## config.mk

```make
export PLATFORM = sky130hd
export DESIGN_NAME = dtc_timer_unit
export DESIGN_NICKNAME = d
export VERILOG_FILES = /design/src/pkg/dtc_pkg.sv /design/src/rtl/dtc_timer_unit.sv
export SDC_FILE = /design/constraint.sdc
export NUM_CORES = 1
export LEC_CHECK = 0
export BUFFER_PORTS_ARGS = -buffer_cell sky130_fd_sc_hd__buf_2
export CAP_MARGIN = 20
export CORE_ASPECT_RATIO = 0.75
export CORE_MARGIN = 2
export CORE_UTILIZATION = 55
export DETAILED_ROUTE_END_ITERATION = 6
export PLACE_DENSITY = 0.84
export SLEW_MARGIN = 10
export SYNTH_ARGS = -nofsm -noshare
export SYNTH_HDL_FRONTEND = slang
export SYNTH_SLANG_ARGS = --single-unit
```

## constraint.sdc

```tcl
create_clock -name ref_clk -period 1.9 [get_ports ref_clk]
set_input_delay 0 -clock ref_clk [delete_from_list [all_inputs] [get_ports ref_clk]]
set_output_delay 0 -clock ref_clk [all_outputs]
set_load 0.005 [all_outputs]
```

## src/pkg/dtc_pkg.sv

```systemverilog
package dtc_pkg;

  // ****************************************
  // Register map
  // ****************************************
  localparam logic [7:0] DTC_ADDR_CTRL = 8'h88;
  localparam logic [7:0] DTC_ADDR_MODE = 8'h89;
  localparam logic [7:0] DTC_ADDR_T0_LOW = 8'h8a;
  localparam logic [7:0] DTC_ADDR_T1_LOW = 8'h8b;
  localparam logic [7:0] DTC_ADDR_T0_HIGH = 8'h8c;
  localparam logic [7:0] DTC_ADDR_T1_HIGH = 8'h8d;
  localparam logic [7:0] DTC_ADDR_IE = 8'ha8;
  localparam logic [7:0] DTC_ADDR_IP = 8'hb8;

  // ****************************************
  // Reset values and field positions
  // ****************************************
  localparam logic [7:0] DTC_RST_BYTE = 8'h00;
  localparam int DTC_CTRL_T1_OVF = 7;
  localparam int DTC_CTRL_T1_RUN = 6;
  localparam int DTC_CTRL_T0_OVF = 5;
  localparam int DTC_CTRL_T0_RUN = 4;
  localparam int DTC_MODE_T1_LSB = 4;
  localparam int DTC_MODE_T0_LSB = 0;
  localparam int DTC_FLD_GATE = 3;
  localparam int DTC_FLD_CSEL = 2;
  localparam int DTC_FLD_MHI = 1;
  localparam int DTC_FLD_MLO = 0;
  localparam int DTC_IE_GLOBAL = 7;
  localparam int DTC_IE_T1 = 3;
  localparam int DTC_IE_T0 = 1;
  localparam int DTC_IP_T1 = 3;
  localparam int DTC_IP_T0 = 1;
  localparam logic [7:0] DTC_IP_IMPL_MASK = 8'h3f;
  localparam logic [7:0] DTC_PRESC_MASK = 8'h1f;
  localparam logic [7:0] DTC_BYTE_ONES = 8'hff;
  localparam logic [7:0] DTC_BYTE_ONE = 8'h01;

  // ****************************************
  // Timing
  // ****************************************
  localparam int DTC_TICK_DIV = 12;
  localparam logic [3:0] DTC_TICK_LAST = 4'(DTC_TICK_DIV - 1);

  typedef enum logic [1:0] {
    DTC_MODE_13BIT = 2'b00,
    DTC_MODE_16BIT = 2'b01,
    DTC_MODE_RELOAD = 2'b10,
    DTC_MODE_SPLIT = 2'b11
  } dtc_mode_t;

endpackage

```

## src/rtl/dtc_timer_unit.sv

```systemverilog
// The address-and-strobe port was left to the implementer.
`timescale 1ns/1ns
// How it works
// - Timer mode counts once per twelve clocks.
// - Counter mode counts falling edges on pin.
// - Count pins sampled each clock, edges compared.
// - Mode 0: 13-bit, divide-by-32 prescaler low bits.
// - Mode 0: low byte top bits indeterminate.
// - Mode 1: both bytes cascaded sixteen bits.
// - Mode 2: low byte reloads from high.
// - Rollover to zero sets overflow flag.
// - Mode 3: timer 0 low uses own controls.
// - Mode 3: timer 0 high uses timer 1 run/flag.
// - Timer 1 keeps counting, no interrupt flag.
// - Timer 1 mode 3 freezes its count.
// - Gate bit requires gate pin high too.
// - Counter-select picks pin or divided clock.
// - Mode register layout, resets zero.
// - Control register flags and run bits.
// - Flag clears on branch to its routine.
// - Software flag writes act like hardware.
// - Interrupt enable register: global and timer bits.
// - Priority register bits; top two undefined.
module dtc_timer_unit
  import dtc_pkg::*;
(
  input wire logic ref_clk,
  input wire logic rst_n,
  input wire logic clk_en,
  input wire logic [7:0] reg_addr,
  input wire logic [7:0] reg_wdata,
  input wire logic reg_wr,
  input wire logic reg_rd,
  output logic [7:0] reg_rdata,
  input wire logic timer0_count_pin,
  input wire logic timer1_count_pin,
  input wire logic timer0_gate_pin,
  input wire logic timer1_gate_pin,
  input wire logic timer0_isr_ack,
  input wire logic timer1_isr_ack,
  output logic timer0_irq_req,
  output logic timer1_irq_req,
  output logic timer0_irq_high_prio,
  output logic timer1_irq_high_prio,
  output logic timer1_overflow_pulse
);

  // ****************************************
  // State
  // ****************************************
  typedef struct packed {
    logic [1:0] cnt0_sync;
    logic [1:0] cnt1_sync;
    logic cnt0_prev;
    logic cnt1_prev;
    logic [1:0] timer0_gate_pin_sync;
    logic [1:0] timer1_gate_pin_sync;
    logic [3:0] tick_cnt;
    logic [7:0] ctrl;
    logic [7:0] mode;
    logic [7:0] t0_low;
    logic [7:0] t0_high;
    logic [7:0] t1_low;
    logic [7:0] t1_high;
    logic [7:0] ie;
    logic [7:0] ip;
    logic [7:0] rdata;
    logic t1_ovf_pulse;
  } dtc_state_t;

  dtc_state_t state_q;
  dtc_state_t state_d;

  logic tick;
  logic edge0;
  logic edge1;
  logic en0;
  logic en1;
  logic inc0;
  logic inc1;
  logic [3:0] fld0;
  logic [3:0] fld1;
  dtc_mode_t mode0;
  dtc_mode_t mode1;
  logic ovf0;
  logic ovf1;
  logic ovf0_high;
  logic [8:0] sum;
  logic [5:0] pre;

  // ****************************************
  // Count sources and enables
  // ****************************************
  always_comb begin
    tick = (state_q.tick_cnt == DTC_TICK_LAST);
    // Edges are taken from the second and third stages only, never the first.
    edge0 = state_q.cnt0_prev & ~state_q.cnt0_sync[1];
    edge1 = state_q.cnt1_prev & ~state_q.cnt1_sync[1];
    fld0 = state_q.mode[DTC_MODE_T0_LSB +: 4];
    fld1 = state_q.mode[DTC_MODE_T1_LSB +: 4];
    mode0 = dtc_mode_t'(fld0[DTC_FLD_MHI:DTC_FLD_MLO]);
    mode1 = dtc_mode_t'(fld1[DTC_FLD_MHI:DTC_FLD_MLO]);
    en0 = state_q.ctrl[DTC_CTRL_T0_RUN] & (~fld0[DTC_FLD_GATE] | state_q.timer0_gate_pin_sync[1]);
    en1 = state_q.ctrl[DTC_CTRL_T1_RUN] & (~fld1[DTC_FLD_GATE] | state_q.timer1_gate_pin_sync[1]);
    inc0 = en0 & (fld0[DTC_FLD_CSEL] ? edge0 : tick);
    inc1 = en1 & (fld1[DTC_FLD_CSEL] ? edge1 : tick) & (mode1 != DTC_MODE_SPLIT);
  end

  // ****************************************
  // Next state
  // ****************************************
  always_comb begin
    state_d = state_q;
    ovf0 = 1'b0;
    ovf1 = 1'b0;
    ovf0_high = 1'b0;
    sum = '0;
    pre = '0;
    state_d.cnt0_sync = {state_q.cnt0_sync[0], timer0_count_pin};
    state_d.cnt1_sync = {state_q.cnt1_sync[0], timer1_count_pin};
    state_d.cnt0_prev = state_q.cnt0_sync[1];
    state_d.cnt1_prev = state_q.cnt1_sync[1];
    state_d.timer0_gate_pin_sync = {state_q.timer0_gate_pin_sync[0], timer0_gate_pin};
    state_d.timer1_gate_pin_sync = {state_q.timer1_gate_pin_sync[0], timer1_gate_pin};
    state_d.tick_cnt = tick ? '0 : state_q.tick_cnt + 4'h1;
    state_d.t1_ovf_pulse = 1'b0;
    state_d.rdata = DTC_RST_BYTE;

    // Software writes land first; counting below then overrides a write to any register it updates in the same cycle.
    if (reg_wr) begin
      if (reg_addr == DTC_ADDR_CTRL) begin
        state_d.ctrl = reg_wdata;
      end else if (reg_addr == DTC_ADDR_MODE) begin
        state_d.mode = reg_wdata;
      end else if (reg_addr == DTC_ADDR_T0_LOW) begin
        state_d.t0_low = reg_wdata;
      end else if (reg_addr == DTC_ADDR_T1_LOW) begin
        state_d.t1_low = reg_wdata;
      end else if (reg_addr == DTC_ADDR_T0_HIGH) begin
        state_d.t0_high = reg_wdata;
      end else if (reg_addr == DTC_ADDR_T1_HIGH) begin
        state_d.t1_high = reg_wdata;
      end else if (reg_addr == DTC_ADDR_IE) begin
        state_d.ie = reg_wdata;
      end else if (reg_addr == DTC_ADDR_IP) begin
        state_d.ip = reg_wdata & DTC_IP_IMPL_MASK;
      end
    end

    // Timer 0.
    if (inc0) begin
      case (mode0)
        DTC_MODE_13BIT: begin
          // The top three low bits are left as they are and carry no meaning.
          pre = {1'b0, state_q.t0_low[4:0]} + 6'h01;
          state_d.t0_low = (state_q.t0_low & ~DTC_PRESC_MASK) | {3'b000, pre[4:0]};
          if (pre[5]) begin
            sum = {1'b0, state_q.t0_high} + 9'h001;
            state_d.t0_high = sum[7:0];
            ovf0 = sum[8];
          end
        end
        DTC_MODE_16BIT: begin
          sum = {1'b0, state_q.t0_low} + 9'h001;
          state_d.t0_low = sum[7:0];
          if (sum[8]) begin
            state_d.t0_high = state_q.t0_high + DTC_BYTE_ONE;
            ovf0 = (state_q.t0_high == DTC_BYTE_ONES);
          end
        end
        DTC_MODE_RELOAD: begin
          sum = {1'b0, state_q.t0_low} + 9'h001;
          state_d.t0_low = sum[8] ? state_q.t0_high : sum[7:0];
          ovf0 = sum[8];
        end
        default: begin
          sum = {1'b0, state_q.t0_low} + 9'h001;
          state_d.t0_low = sum[7:0];
          ovf0 = sum[8];
        end
      endcase
    end
    // Split mode: the high byte is a plain timer gated by timer 1's run bit only.
    if (mode0 == DTC_MODE_SPLIT && state_q.ctrl[DTC_CTRL_T1_RUN] && tick) begin
      state_d.t0_high = state_q.t0_high + DTC_BYTE_ONE;
      ovf0_high = (state_q.t0_high == DTC_BYTE_ONES);
    end

    // Timer 1.
    if (inc1) begin
      case (mode1)
        DTC_MODE_13BIT: begin
          pre = {1'b0, state_q.t1_low[4:0]} + 6'h01;
          state_d.t1_low = (state_q.t1_low & ~DTC_PRESC_MASK) | {3'b000, pre[4:0]};
          if (pre[5]) begin
            sum = {1'b0, state_q.t1_high} + 9'h001;
            state_d.t1_high = sum[7:0];
            ovf1 = sum[8];
          end
        end
        DTC_MODE_16BIT: begin
          sum = {1'b0, state_q.t1_low} + 9'h001;
          state_d.t1_low = sum[7:0];
          if (sum[8]) begin
            state_d.t1_high = state_q.t1_high + DTC_BYTE_ONE;
            ovf1 = (state_q.t1_high == DTC_BYTE_ONES);
          end
        end
        default: begin
          sum = {1'b0, state_q.t1_low} + 9'h001;
          state_d.t1_low = sum[8] ? state_q.t1_high : sum[7:0];
          ovf1 = sum[8];
        end
      endcase
    end
    // Timer 1 still paces the serial channel while timer 0 owns its flag.
    state_d.t1_ovf_pulse = ovf1;

    // Flags: ISR acknowledge clears, but a hardware set in the same cycle wins.
    if (timer0_isr_ack) begin
      state_d.ctrl[DTC_CTRL_T0_OVF] = 1'b0;
    end
    if (timer1_isr_ack) begin
      state_d.ctrl[DTC_CTRL_T1_OVF] = 1'b0;
    end
    if (ovf0) begin
      state_d.ctrl[DTC_CTRL_T0_OVF] = 1'b1;
    end
    if (mode0 == DTC_MODE_SPLIT) begin
      if (ovf0_high) begin
        state_d.ctrl[DTC_CTRL_T1_OVF] = 1'b1;
      end
    end else if (ovf1) begin
      state_d.ctrl[DTC_CTRL_T1_OVF] = 1'b1;
    end

    // Read data stands only in the cycle after the strobe.
    if (reg_rd) begin
      if (reg_addr == DTC_ADDR_CTRL) begin
        state_d.rdata = state_q.ctrl;
      end else if (reg_addr == DTC_ADDR_MODE) begin
        state_d.rdata = state_q.mode;
      end else if (reg_addr == DTC_ADDR_T0_LOW) begin
        state_d.rdata = state_q.t0_low;
      end else if (reg_addr == DTC_ADDR_T1_LOW) begin
        state_d.rdata = state_q.t1_low;
      end else if (reg_addr == DTC_ADDR_T0_HIGH) begin
        state_d.rdata = state_q.t0_high;
      end else if (reg_addr == DTC_ADDR_T1_HIGH) begin
        state_d.rdata = state_q.t1_high;
      end else if (reg_addr == DTC_ADDR_IE) begin
        state_d.rdata = state_q.ie;
      end else if (reg_addr == DTC_ADDR_IP) begin
        state_d.rdata = state_q.ip;
      end else begin
        state_d.rdata = DTC_RST_BYTE;
      end
    end
  end

  // ****************************************
  // Registers
  // ****************************************
  always_ff @(posedge ref_clk or negedge rst_n) begin
    if (!rst_n) begin
      state_q <= '0;
    end else if (clk_en) begin
      state_q <= state_d;
    end
  end

  // ****************************************
  // Outputs
  // ****************************************
  assign reg_rdata = state_q.rdata;
  assign timer0_irq_req = state_q.ie[DTC_IE_GLOBAL] & state_q.ie[DTC_IE_T0] & state_q.ctrl[DTC_CTRL_T0_OVF];
  assign timer1_irq_req = state_q.ie[DTC_IE_GLOBAL] & state_q.ie[DTC_IE_T1] & state_q.ctrl[DTC_CTRL_T1_OVF];
  assign timer0_irq_high_prio = state_q.ip[DTC_IP_T0];
  assign timer1_irq_high_prio = state_q.ip[DTC_IP_T1];
  assign timer1_overflow_pulse = state_q.t1_ovf_pulse;

endmodule // dtc_timer_unit

```

==> results of run 1 <==
==> state kept, by name, indices dropped and copies added (netlist names) <==
signal and flops:
timer1_irq_high_prio 1, state_d 6, fld0 4, timer0_irq_high_prio 1, fld1 4, state_q 60
timer1_overflow_pulse 1, reg_rdata 8
==> routing by layer <==
layer / GRT usage (%) / vias up
met3: 6.19 / 50
met2: 53.4 / 282
li1: - / 2450
met4: 11.9 / 0
met1: 46.9 / 2663
met5: 0 / -
==> power by group through the flow <==
stage	Clock, mW	Sequential (mW)	Combinational [mW]
2_1_floorplan	0	2.07	0.378
3_3_place_gp	0	2.07	0.694
3_5_place_dp	0	2.08	0.714
4_1_cts	1.72	2.04	0.763
5_1_grt	1.79	2.06	0.895
6_report	1.71	2.05	0.830
==> logic make-up (layout without fill, tap and decap cells) <==
kind of cell | after synthesis | in the layout
AO/OA/AOI/OAI | 198 | 198
AND/OR/NAND/NOR | 192 | 192
flip-flops | 85 | 85
buffers and inverters | 60 | 179
multiplexers | 42 | 42
XOR/XNOR | 9 | 9
adder cells (fa/ha/maj) | 5 | 5
==> worst register-to-register path: stages (launching register included) <==
cell	delay [ns]
dfrtp_1	0.36
ha_2	0.19
nand4bb_1	0.16
a221oi_2	0.37
o211ai_1	0.24
a21oi_2	0.26
and2_1	0.18
a2bb2oi_2	0.12
==> final timing paths <==
path / start / end / slack, ns / cells past startpoint
max in group asynchronous: rst_n / state_q[25] / 1.11 / 3
min: timer1_isr_ack / state_q[72] / 0.03 / 3
min in group asynchronous: rst_n / state_q[80] / 0.19 / 2
min reg2reg: state_d[78] / state_q[78] / 0.48 / 2
max reg2reg: state_q[73] / state_q[45] / -0.04 / 7
max: state_q[73] / state_q[45] / -0.04 / 7
==> cell type report <==
type	instances	area, um^2
flip-flops and latches	85	2130
multi-input cells	446	3140
clock inverters	7	57.6
repair buffers	143	1050
well taps	132	165
clock buffers	9	225
inverters	20	75.1
fillers	715	2710
==> cells in the mapped netlist, drive strengths merged (5+ instances only) <==
master,instances
dfrtp,85
a21oi,57
nand2,57
o21ai,48
nor2,41
mux2,31
nand3,23
buf,21
clkbuf,19
a221oi,18
inv,18
and3,14
nor3,13
mux2i,9
nand4,9
a22oi,8
a31oi,8
o22ai,8
nor4,7
or3,7
xnor2,7
ha,5
o31ai,5
==> per-stage QoR <==
stage / hold slack, ns / utilization [%] / total power [mW]
2_1_floorplan: -0.296 / - / 2.45
4_1_cts: 0.0212 / 69.1 / 4.53
3_3_place_gp: 0.0421 / 64.6 / 2.77
5_1_grt: 0.0381 / 71.6 / 4.74
6_report: 0.0324 / 71.6 / 4.59
3_5_place_dp: 0.0413 / 64.6 / 2.80
==> timing repair <==
action                                  4_1_cts  5_1_grt
gates resized for setup                      10       41
endpoints found under the hold margin        47        0
pin swaps                                     5       26
endpoints found under the setup margin       21       32
hold buffers                                  7        0
setup buffers                                 6        7
==> impl_metrics.csv, run 1 <==
group,metric,value,unit
finish,syn_to_final_growth,27.8,%
logic_synthesis,synth_area_leaders,"dfrtp_1 (40%), mux2_2 (5.3%), a21oi_1 (5.2%)",
global_route,grt_pass1_wl,27100,um
routing,avgRoutedWirePerCell,21.0,um
placed_design,port_buffers,39,
sta,fin_crit,1.94,ns
floorplan,start_util,56.0,%
setup_path,startpoint_type,"flip-flop",
logic_synthesis,synth-main-ff-cell,"dfrtp_1",
routing,drtIter0Drc,702,
pwr,comb_power_share,18.1,%
placed_design,place_area,6170,um^2
pwr,netSwitchingFraction,30.0,%
sta,setup_tns,-0.276,ns
sta,relSlewSlack,59.9,%
hold_path,hold_path_class,"in -> reg",
sta,rsz0062_at_grt,"true",
finish,final_layout_size_suffix_gt1_share,33.1,%
routing,top_layer,"met4",
sta,worstMarginPinSlew,0.602,ns
pwr,max-vdd-ir-drop,509,uV
placed_design,place_inst,807,
sta,fin_ws,-0.0441,ns
sta,setup_viol,10,
logic_synthesis,synth-simple-area-share,19.0,%
placed_design,dp_hpwl,12500,um
logic_synthesis,netlist.top_cell.by_area,"dfrtp_1",
logic_synthesis,synth_edf_count,0,
logic_synthesis,syn_area,5350,um^2
logic_synthesis,ys_async_sr_fraction,100,%
floorplan,fp-row-count,31,
pwr,pwr-share-seq,44.7,%
logic_synthesis,yosysTopAreaCellShare,39.8,%
outcome,outcome,"complete, but fails checks",
logic_synthesis,syn_inst,591,
logic_synthesis,seq_area_frac_synth,39.8,%
logic_synthesis,avgSynthCellArea,9.05,um^2
sta,slew_violations,0,
pwr,power.internal,3.22,mW
clock_network,cts_buffers,9,
routing,drt-total-wl,17700,um
logic_synthesis,synth_top_family_by_area,"compound AO/OA/AOI/OAI gates",
logic_synthesis,synth_fa_ha_area_share,1.17,%
finish,fin_nets,737,
clock_network,clkSlewWorstSetupHoldPaths,0.07,ns
global_route,grt_usage,33.6,%
floorplan,core_area,9540,um^2
finish,final_cells,842,
clock_network,root_buffer,"clkbuf_16",
setup_path,end_kind,"flip-flop",
finish,layout_commonest_cell,"buf_4",
placed_design,pre_cts_ws,-0.229,ns
logic_synthesis,synth-compound-area-share,24.3,%
setup_path,critPathKind,"reg -> reg",
pwr,p_sw,1.38,mW
placed_design,finalWeightedCongestion,0.985,
run,cap_violations,0,
clock_network,clkSinkCount,85,
pwr,p_leak,2.98,nW
logic_synthesis,muxShareOfSynthArea,9.06,%
routing,route.met2.wl,7980,um
routing,wl_met1,7530,um
logic_synthesis,ys_seq_elements,85,
setup_path,arrival,2.23,ns
pwr,p_per_area,672,nW/um^2
logic_synthesis,synthesis.nets,623,
global_route,gr-total-overflow,0,
routing,drc,0,
clock_network,cts_tree,"built",
floorplan,ioPinCount,40,
routing,drt_pass1_iterations,5,
finish,final_cell_mix,"buf_4 (86), dfrtp_1 (85), nand2_1 (55)",
routing,ant_nets,0,
global_route,first_global_vias,5147,
finish,final_area,6840,um^2
setup_path,path_max_fanout,4,
setup_path,cp_slowest_cell,"a221oi_2",
setup_path,critPathBufInv,0,
setup_path,max_stage_delay,0.37,ns
sta,period_share,102,%
setup_path,required,2.19,ns
pwr,clock_power_share,37.3,%
finish,antenna_cells,0,
clock_network,clock_tree.buffer_depth,2,
logic_synthesis,synth.distinct_cells,76,
routing,dr_total_vias,5445,
global_route,grt_max_degree,44,
setup_path,path_cells,"ha_2, nand4bb_1, a221oi_2, o211ai_1, a21oi_2, and2_1, a2bb2oi_2",
routing,viasPerCell,6.47,
floorplan,dieArea,10500,um^2
outcome,violations,"setup timing",
sta,max_freq,514,MHz
setup_path,crit_family,"compound AO/OA/AOI/OAI gates",
floorplan,die_x,118,um
clock_network,cts_htree_levels,3,
sta,final-hold-violation-count,0,
clock_network,insertion_delay,0.36,ns
logic_synthesis,synthXorXnorAreaFrac,1.47,%
routing,wl_met3,1670,um
logic_synthesis,yosysWarnings,0,
global_route,antenna_found_initial,0,
floorplan,die_h,89.4,um
sta,clock_skew,0.00817,ns
(Power assumes the default switching activity.)
==> run 2: changes to the inputs <==
CORE_UTILIZATION = 61   (was 55)
PLACE_DENSITY = 0.88   (was 0.84)
RECOVER_POWER = 25   (was unset)
clock period = 2.15 ns   (was 1.9 ns; I/O delays follow)
==> run 2 against run 1 <==
The run now ends clean. Routed wire length decreased by 2.8%. Utilization increased by 3.0 points. Global-route usage increased by 2.5 points. Sequential share of layout area increased by 2.5 points. Largest cell class unchanged. Critical endpoint unchanged. Via count decreased by 1.3%. Combinational power decreased by 27%. Non-clock buffer count decreased by 54. Total power decreased by 5.8%. Worst hold slack improved by 0.00054 ns. Count of clock-buffer cells in the layout increased by 2. Highest routed layer unchanged. Sequential power decreased by 9%.
==> impl_metrics.csv, run 2 (same netlist as run 1, synthesis figures left out) <==
group,metric,value,unit
outcome,outcome,"finished clean",
global_route,first_global_vias,5134,
setup_path,arrival,2.41,ns
setup_path,critPathKind,"reg -> reg",
clock_network,cts_tree,"built",
pwr,max-vdd-ir-drop,843,uV
finish,final_layout_size_suffix_gt1_share,24.8,%
setup_path,startpoint_type,"flip-flop",
finish,layout_commonest_cell,"dfrtp_1",
clock_network,cts_htree_levels,3,
pwr,p_leak,2.72,nW
pwr,comb_power_share,14.0,%
sta,setup_viol,0,
hold_path,whs_path_depth,3,
finish,final_cell_mix,"dfrtp_1 (84), nand2_1 (56), a21oi_1 (54)",
setup_path,path_cells,"ha_2, nand4bb_4, a221oi_4, o211ai_1, a21oi_2, and2_1, a2bb2oi_1",
routing,drt_pass1_iterations,6,
global_route,grt_pass1_wl,26900,um
routing,ant_nets,0,
pwr,pwr-share-seq,43.1,%
clock_network,insertion_delay,0.35,ns
pwr,clock_power_share,43.0,%
floorplan,dieArea,9540,um^2
sta,period_share,99.6,%
sta,fin_crit,2.14,ns
placed_design,port_buffers,39,
floorplan,ioPinCount,40,
setup_path,required,2.42,ns
hold_path,min_to,"state_q[72]",
setup_path,critPathBufInv,0,
sta,relSlewSlack,16.4,%
floorplan,die_x,112,um
clock_network,clkSinkCount,85,
finish,largest-register,"state_q",
global_route,grt_max_degree,48,
routing,dr_total_vias,5372,
global_route,gr-total-overflow,0,
routing,avgRoutedWirePerCell,22.5,um
setup_path,reg2reg_from,"state_q[74]",
floorplan,die_h,85.1,um
setup_path,cp_slowest_cell,"dfrtp_1",
hold_path,hold_path_class,"in -> reg",
floorplan,fp-row-count,29,
finish,post-route-util,74.6,%
routing,drtIter0Drc,749,
setup_path,end_kind,"flip-flop",
clock_network,cts_buffers,9,
setup_path,rrSetupSlack,0.008,ns
routing,drc,0,
sta,max_freq,467,MHz
placed_design,dp_hpwl,11600,um
sta,worstMarginPinSlew,1.25,ns
clock_network,clkSlewWorstSetupHoldPaths,0.06,ns
finish,fin_nets,683,
routing,viasPerCell,7.03,
setup_path,worst_r2r_endpoint,"state_q[45]",
run,cap_violations,0,
placed_design,finalWeightedCongestion,0.985,
sta,final-hold-violation-count,0,
global_route,grt_usage,36.1,%
pwr,p_per_area,683,nW/um^2
pwr,power.internal,3.17,mW
placed_design,place_inst,741,
sta,clock_skew,0.00639,ns
finish,syn_to_final_growth,18.5,%
sta,slew_violations,0,
global_route,antenna_found_initial,0,
pwr,p_sw,1.15,mW
routing,drt-total-wl,17200,um
floorplan,start_util,63.0,%
setup_path,crit_family,"compound AO/OA/AOI/OAI gates",
setup_path,path_max_fanout,4,
clock_network,clock_tree.buffer_depth,2,
hold_path,hold_start,"timer1_isr_ack",
setup_path,r2r_cells,7,
floorplan,core_area,8490,um^2
pwr,netSwitchingFraction,26.6,%
clock_network,root_buffer,"clkbuf_16",
finish,largest_reg_flops,60,
finish,antenna_cells,0,
finish,final_cells,764,
setup_path,max_stage_delay,0.39,ns
run 2: cell types whose count changed in the layout (fill, tap and decap cells not counted), moves of 3 or more:
cell	change
a21oi_1	+6
a21oi_2	-4
buf_6	-11
bufinv_16	+3
a221oi_1	+3
buf_4	-44
inv_6	-3
a221oi_2	-4
run 2: power by group through the flow:
stage	Sequential [mW]	Combinational (mW)	Clock, mW
floorplan	1.83	0.333	0
global placement	1.86	0.531	0
detailed placement	1.87	0.549	0
CTS	1.85	0.566	1.87
global route	1.87	0.651	1.93
finish	1.86	0.604	1.86
run 2: metal layers:
layer | global-route usage [%] | up-vias | wire, um
met5 | 0 | - | 0
met4 | 15.0 | 0 | 742
li1 | - | 2339 | -
met1 | 51.7 | 2585 | 6750
met2 | 53.9 | 377 | 7630
met3 | 7.64 | 71 | 2080
run 2: final cells by class:
type / instances / area [um^2]
clock buffers: 11 / 253
clock inverters: 5 / 106
fillers: 626 / 2160
inverters: 20 / 75.1
multi-input cells: 446 / 3030
flip-flops and latches: 85 / 2130
well taps: 108 / 135
repair buffers: 89 / 611
run 2: how the worst max path moves through the flow:
stage | depth (start not counted) | start | slack (ns) | to
2_1_floorplan | 7 | state_q[49] | 0.18 | state_q[44]
3_3_place_gp | 7 | state_q[34] | 0.09 | state_q[72]
3_5_place_dp | 7 | state_q[74] | -0.06 | state_q[26]
4_1_cts | 7 | state_q[74] | 0.02 | state_q[47]
5_1_grt | 7 | state_q[50] | -0.04 | state_q[45]
6_report | 7 | state_q[74] | 0.008 | state_q[45]
run 2: stage by stage:
| step | power, mW | cell area [um^2] | setup TNS [ns] | setup WS, ns | hold WS (ns) |
|---|---|---|---|---|---|
| after floorplan | 2.16 | 5350 | 0 | 0.179 | -0.296 |
| after global placement | 2.39 | 5830 | 0 | 0.0920 | 0.0513 |
| after detailed placement | 2.42 | 5830 | -0.195 | -0.0574 | 0.0596 |
| after CTS | 4.28 | 6260 | 0 | 0.0155 | 0.0176 |
| after global routing | 4.45 | 6330 | -0.0934 | -0.0406 | 0.0601 |
| final | 4.33 | 6330 | 0 | 0.00825 | 0.0329 |
run 2: repair_timing:
action                                  in CTS  in global routing
hold buffers                                 6                  0
endpoints found under the hold margin       51                  0
pin swaps                                    0                  3
gates resized for setup                      3                 14
buffers inserted                             0                  1
endpoints found under the setup margin       7                 23
run 2: worst reg2reg max path, cell delays in order (launching register included):
cell	delay, ns
dfrtp_1	0.39
ha_2	0.27
nand4bb_4	0.15
a221oi_4	0.33
o211ai_1	0.24
a21oi_2	0.32
and2_1	0.19
a2bb2oi_1	0.17
==> run 3: changes to the inputs <==
CELL_PAD_IN_SITES_DETAIL_PLACEMENT = 0   (was unset)
CELL_PAD_IN_SITES_GLOBAL_PLACEMENT = 1   (was unset)
CORE_UTILIZATION = 47   (was 61)
==> run 3 against run 2 <==
Final area up 0.57%. Global-route usage fell by 7.2 points. Maximum frequency increased by 4.7%. Critical path depth rose by 1.
==> impl_metrics.csv, run 3 (same netlist as run 1, synthesis figures left out) <==
group,metric,value,unit
outcome,outcome,"finished clean",
placed_design,pre_cts_ws,0.0861,ns
floorplan,die_h,96.4,um
hold_path,whs_path_depth,3,
clock_network,root_buffer,"clkbuf_16",
routing,drt_pass1_iterations,5,
global_route,grt_max_degree,46,
sta,slew_violations,0,
setup_path,startpoint_type,"flip-flop",
setup_path,r2r_cells,8,
clock_network,cts_buffers,9,
setup_path,arrival,2.32,ns
global_route,grt-busiest-layer,"met2",
setup_path,required,2.43,ns
setup_path,rrSetupSlack,0.10,ns
floorplan,fp-row-count,33,
finish,fin_nets,686,
finish,final_cell_mix,"dfrtp_1 (85), nand2_1 (55), a21oi_1 (54)",
routing,avgRoutedWirePerCell,21.4,um
clock_network,insertion_delay,0.35,ns
setup_path,critPathKind,"reg -> reg",
finish,final_layout_size_suffix_gt1_share,24.4,%
sta,setup_viol,0,
floorplan,die_x,127,um
sta,fin_ws,0.104,ns
setup_path,worst_r2r_endpoint,"state_q[43]",
placed_design,port_buffers,39,
sta,clock_skew,0.00462,ns
clock_network,clkSlewWorstSetupHoldPaths,0.07,ns
global_route,grt_usage,28.8,%
sta,relSlewSlack,16.4,%
finish,largest_reg_flops,60,
setup_path,path_cells,"ha_1, nand4_1, nor3_1, o211a_4, buf_12, or3_4, a21oi_1, a2bb2oi_1",
clock_network,clkSinkCount,85,
hold_path,min_to,"fld1[1]",
global_route,grt_pass1_wl,26700,um
setup_path,path_max_fanout,5,
sta,worstMarginPinSlew,1.25,ns
clock_network,clock_tree.buffer_depth,2,
routing,drc,0,
finish,syn_to_final_growth,19.1,%
hold_path,hold_start,"reg_wdata[5]",
finish,largest-register,"state_q",
pwr,max-vdd-ir-drop,368,uV
floorplan,start_util,48.5,%
global_route,grt_util_met2,43.6,%
placed_design,finalWeightedCongestion,0.951,
setup_path,cp_slowest_cell,"or3_4",
floorplan,core_area,11000,um^2
finish,antenna_cells,0,
routing,ant_nets,0,
global_route,antenna_found_initial,1,
run,cap_violations,0,
hold_path,hold_path_class,"in -> reg",
sta,final-hold-violation-count,0,
floorplan,dieArea,12300,um^2
setup_path,reg2reg_from,"state_q[49]",
setup_path,end_kind,"flip-flop",
global_route,met1_usage,40.8,%
placed_design,dp_hpwl,12300,um
routing,drt-total-wl,17100,um
routing,dr_total_vias,5115,
setup_path,max_stage_delay,0.41,ns
clock_network,cts_tree,"built",
routing,viasPerCell,6.40,
global_route,groute.layer.met3.usage,6.50,%
global_route,gr-total-overflow,0,
sta,setup_tns,0,ns
clock_network,cts_htree_levels,3,
finish,layout_commonest_cell,"dfrtp_1",
sta,max_freq,489,MHz
sta,fin_crit,2.05,ns
pwr,power.total,4.02,mW
floorplan,ioPinCount,40,
routing,drtIter0Drc,527,
pwr,p_per_area,632,nW/um^2
global_route,first_global_vias,4793,
pwr,p_leak,2.73,nW
sta,period_share,95.2,%
[run 3: cell type report]
class	instances	area, um^2
timing repair buffer	92	646
fill	962	4650
sequential	85	2130
clock inverter	6	53.8
inverter	20	75.1
multi-input combinational	446	3050
tap	140	175
clock buffer	10	239
[run 3: through the flow]
step | hold slack [ns] | cells | util (%) | area (um^2)
6_report | 0.0247 | 799 | 57.8 | 6370
2_1_floorplan | -0.296 | 591 | - | 5350
3_3_place_gp | 0.0636 | 775 | 53.4 | 5880
3_5_place_dp | 0.0711 | 775 | 53.4 | 5880
5_1_grt | 0.0324 | 799 | 57.8 | 6370
4_1_cts | 0.0201 | 797 | 56.6 | 6230
[run 3: repair_timing]
item	in CTS	in global routing
resized for setup	0	17
setup buffers	0	2
hold endpoints to repair	48	0
endpoints found under the setup margin	0	23
hold buffers	6	0
[run 3: how the worst max path moves through the flow]
stage,cells after the start,to,from,slack [ns]
after floorplan,7,state_q[44],state_q[49],0.18
final,8,state_q[43],state_q[49],0.10
after global placement,7,state_q[46],state_q[74],0.14
after global routing,8,state_q[43],state_q[49],-0.03
after detailed placement,7,state_q[47],state_q[74],0.09
after CTS,7,state_q[46],state_q[74],0.07
[run 3: where the power goes]
group / switching, mW / internal (mW)
Clock: 0.724 / 0.838
Combinational: 0.350 / 0.272
Sequential: 0.128 / 1.71
Total: 1.20 / 2.82
[run 3: metal layers]
layer | part of all wire (%) | wire length (um)
met3 | 8.0 | 1360
met5 | 0.076 | 13
met4 | 2.5 | 422
met2 | 44 | 7580
met1 | 45 | 7690
[run 3: critical path, delay by kind of cell, from the launching register on]
family                     cells  cell delay, ns
DFF                            1            0.39
and+or+nand+nor                3            0.61
buffers and inverters          1            0.13
AOI/OAI and AO/OA              3            0.61
adders and majority gates      1            0.23
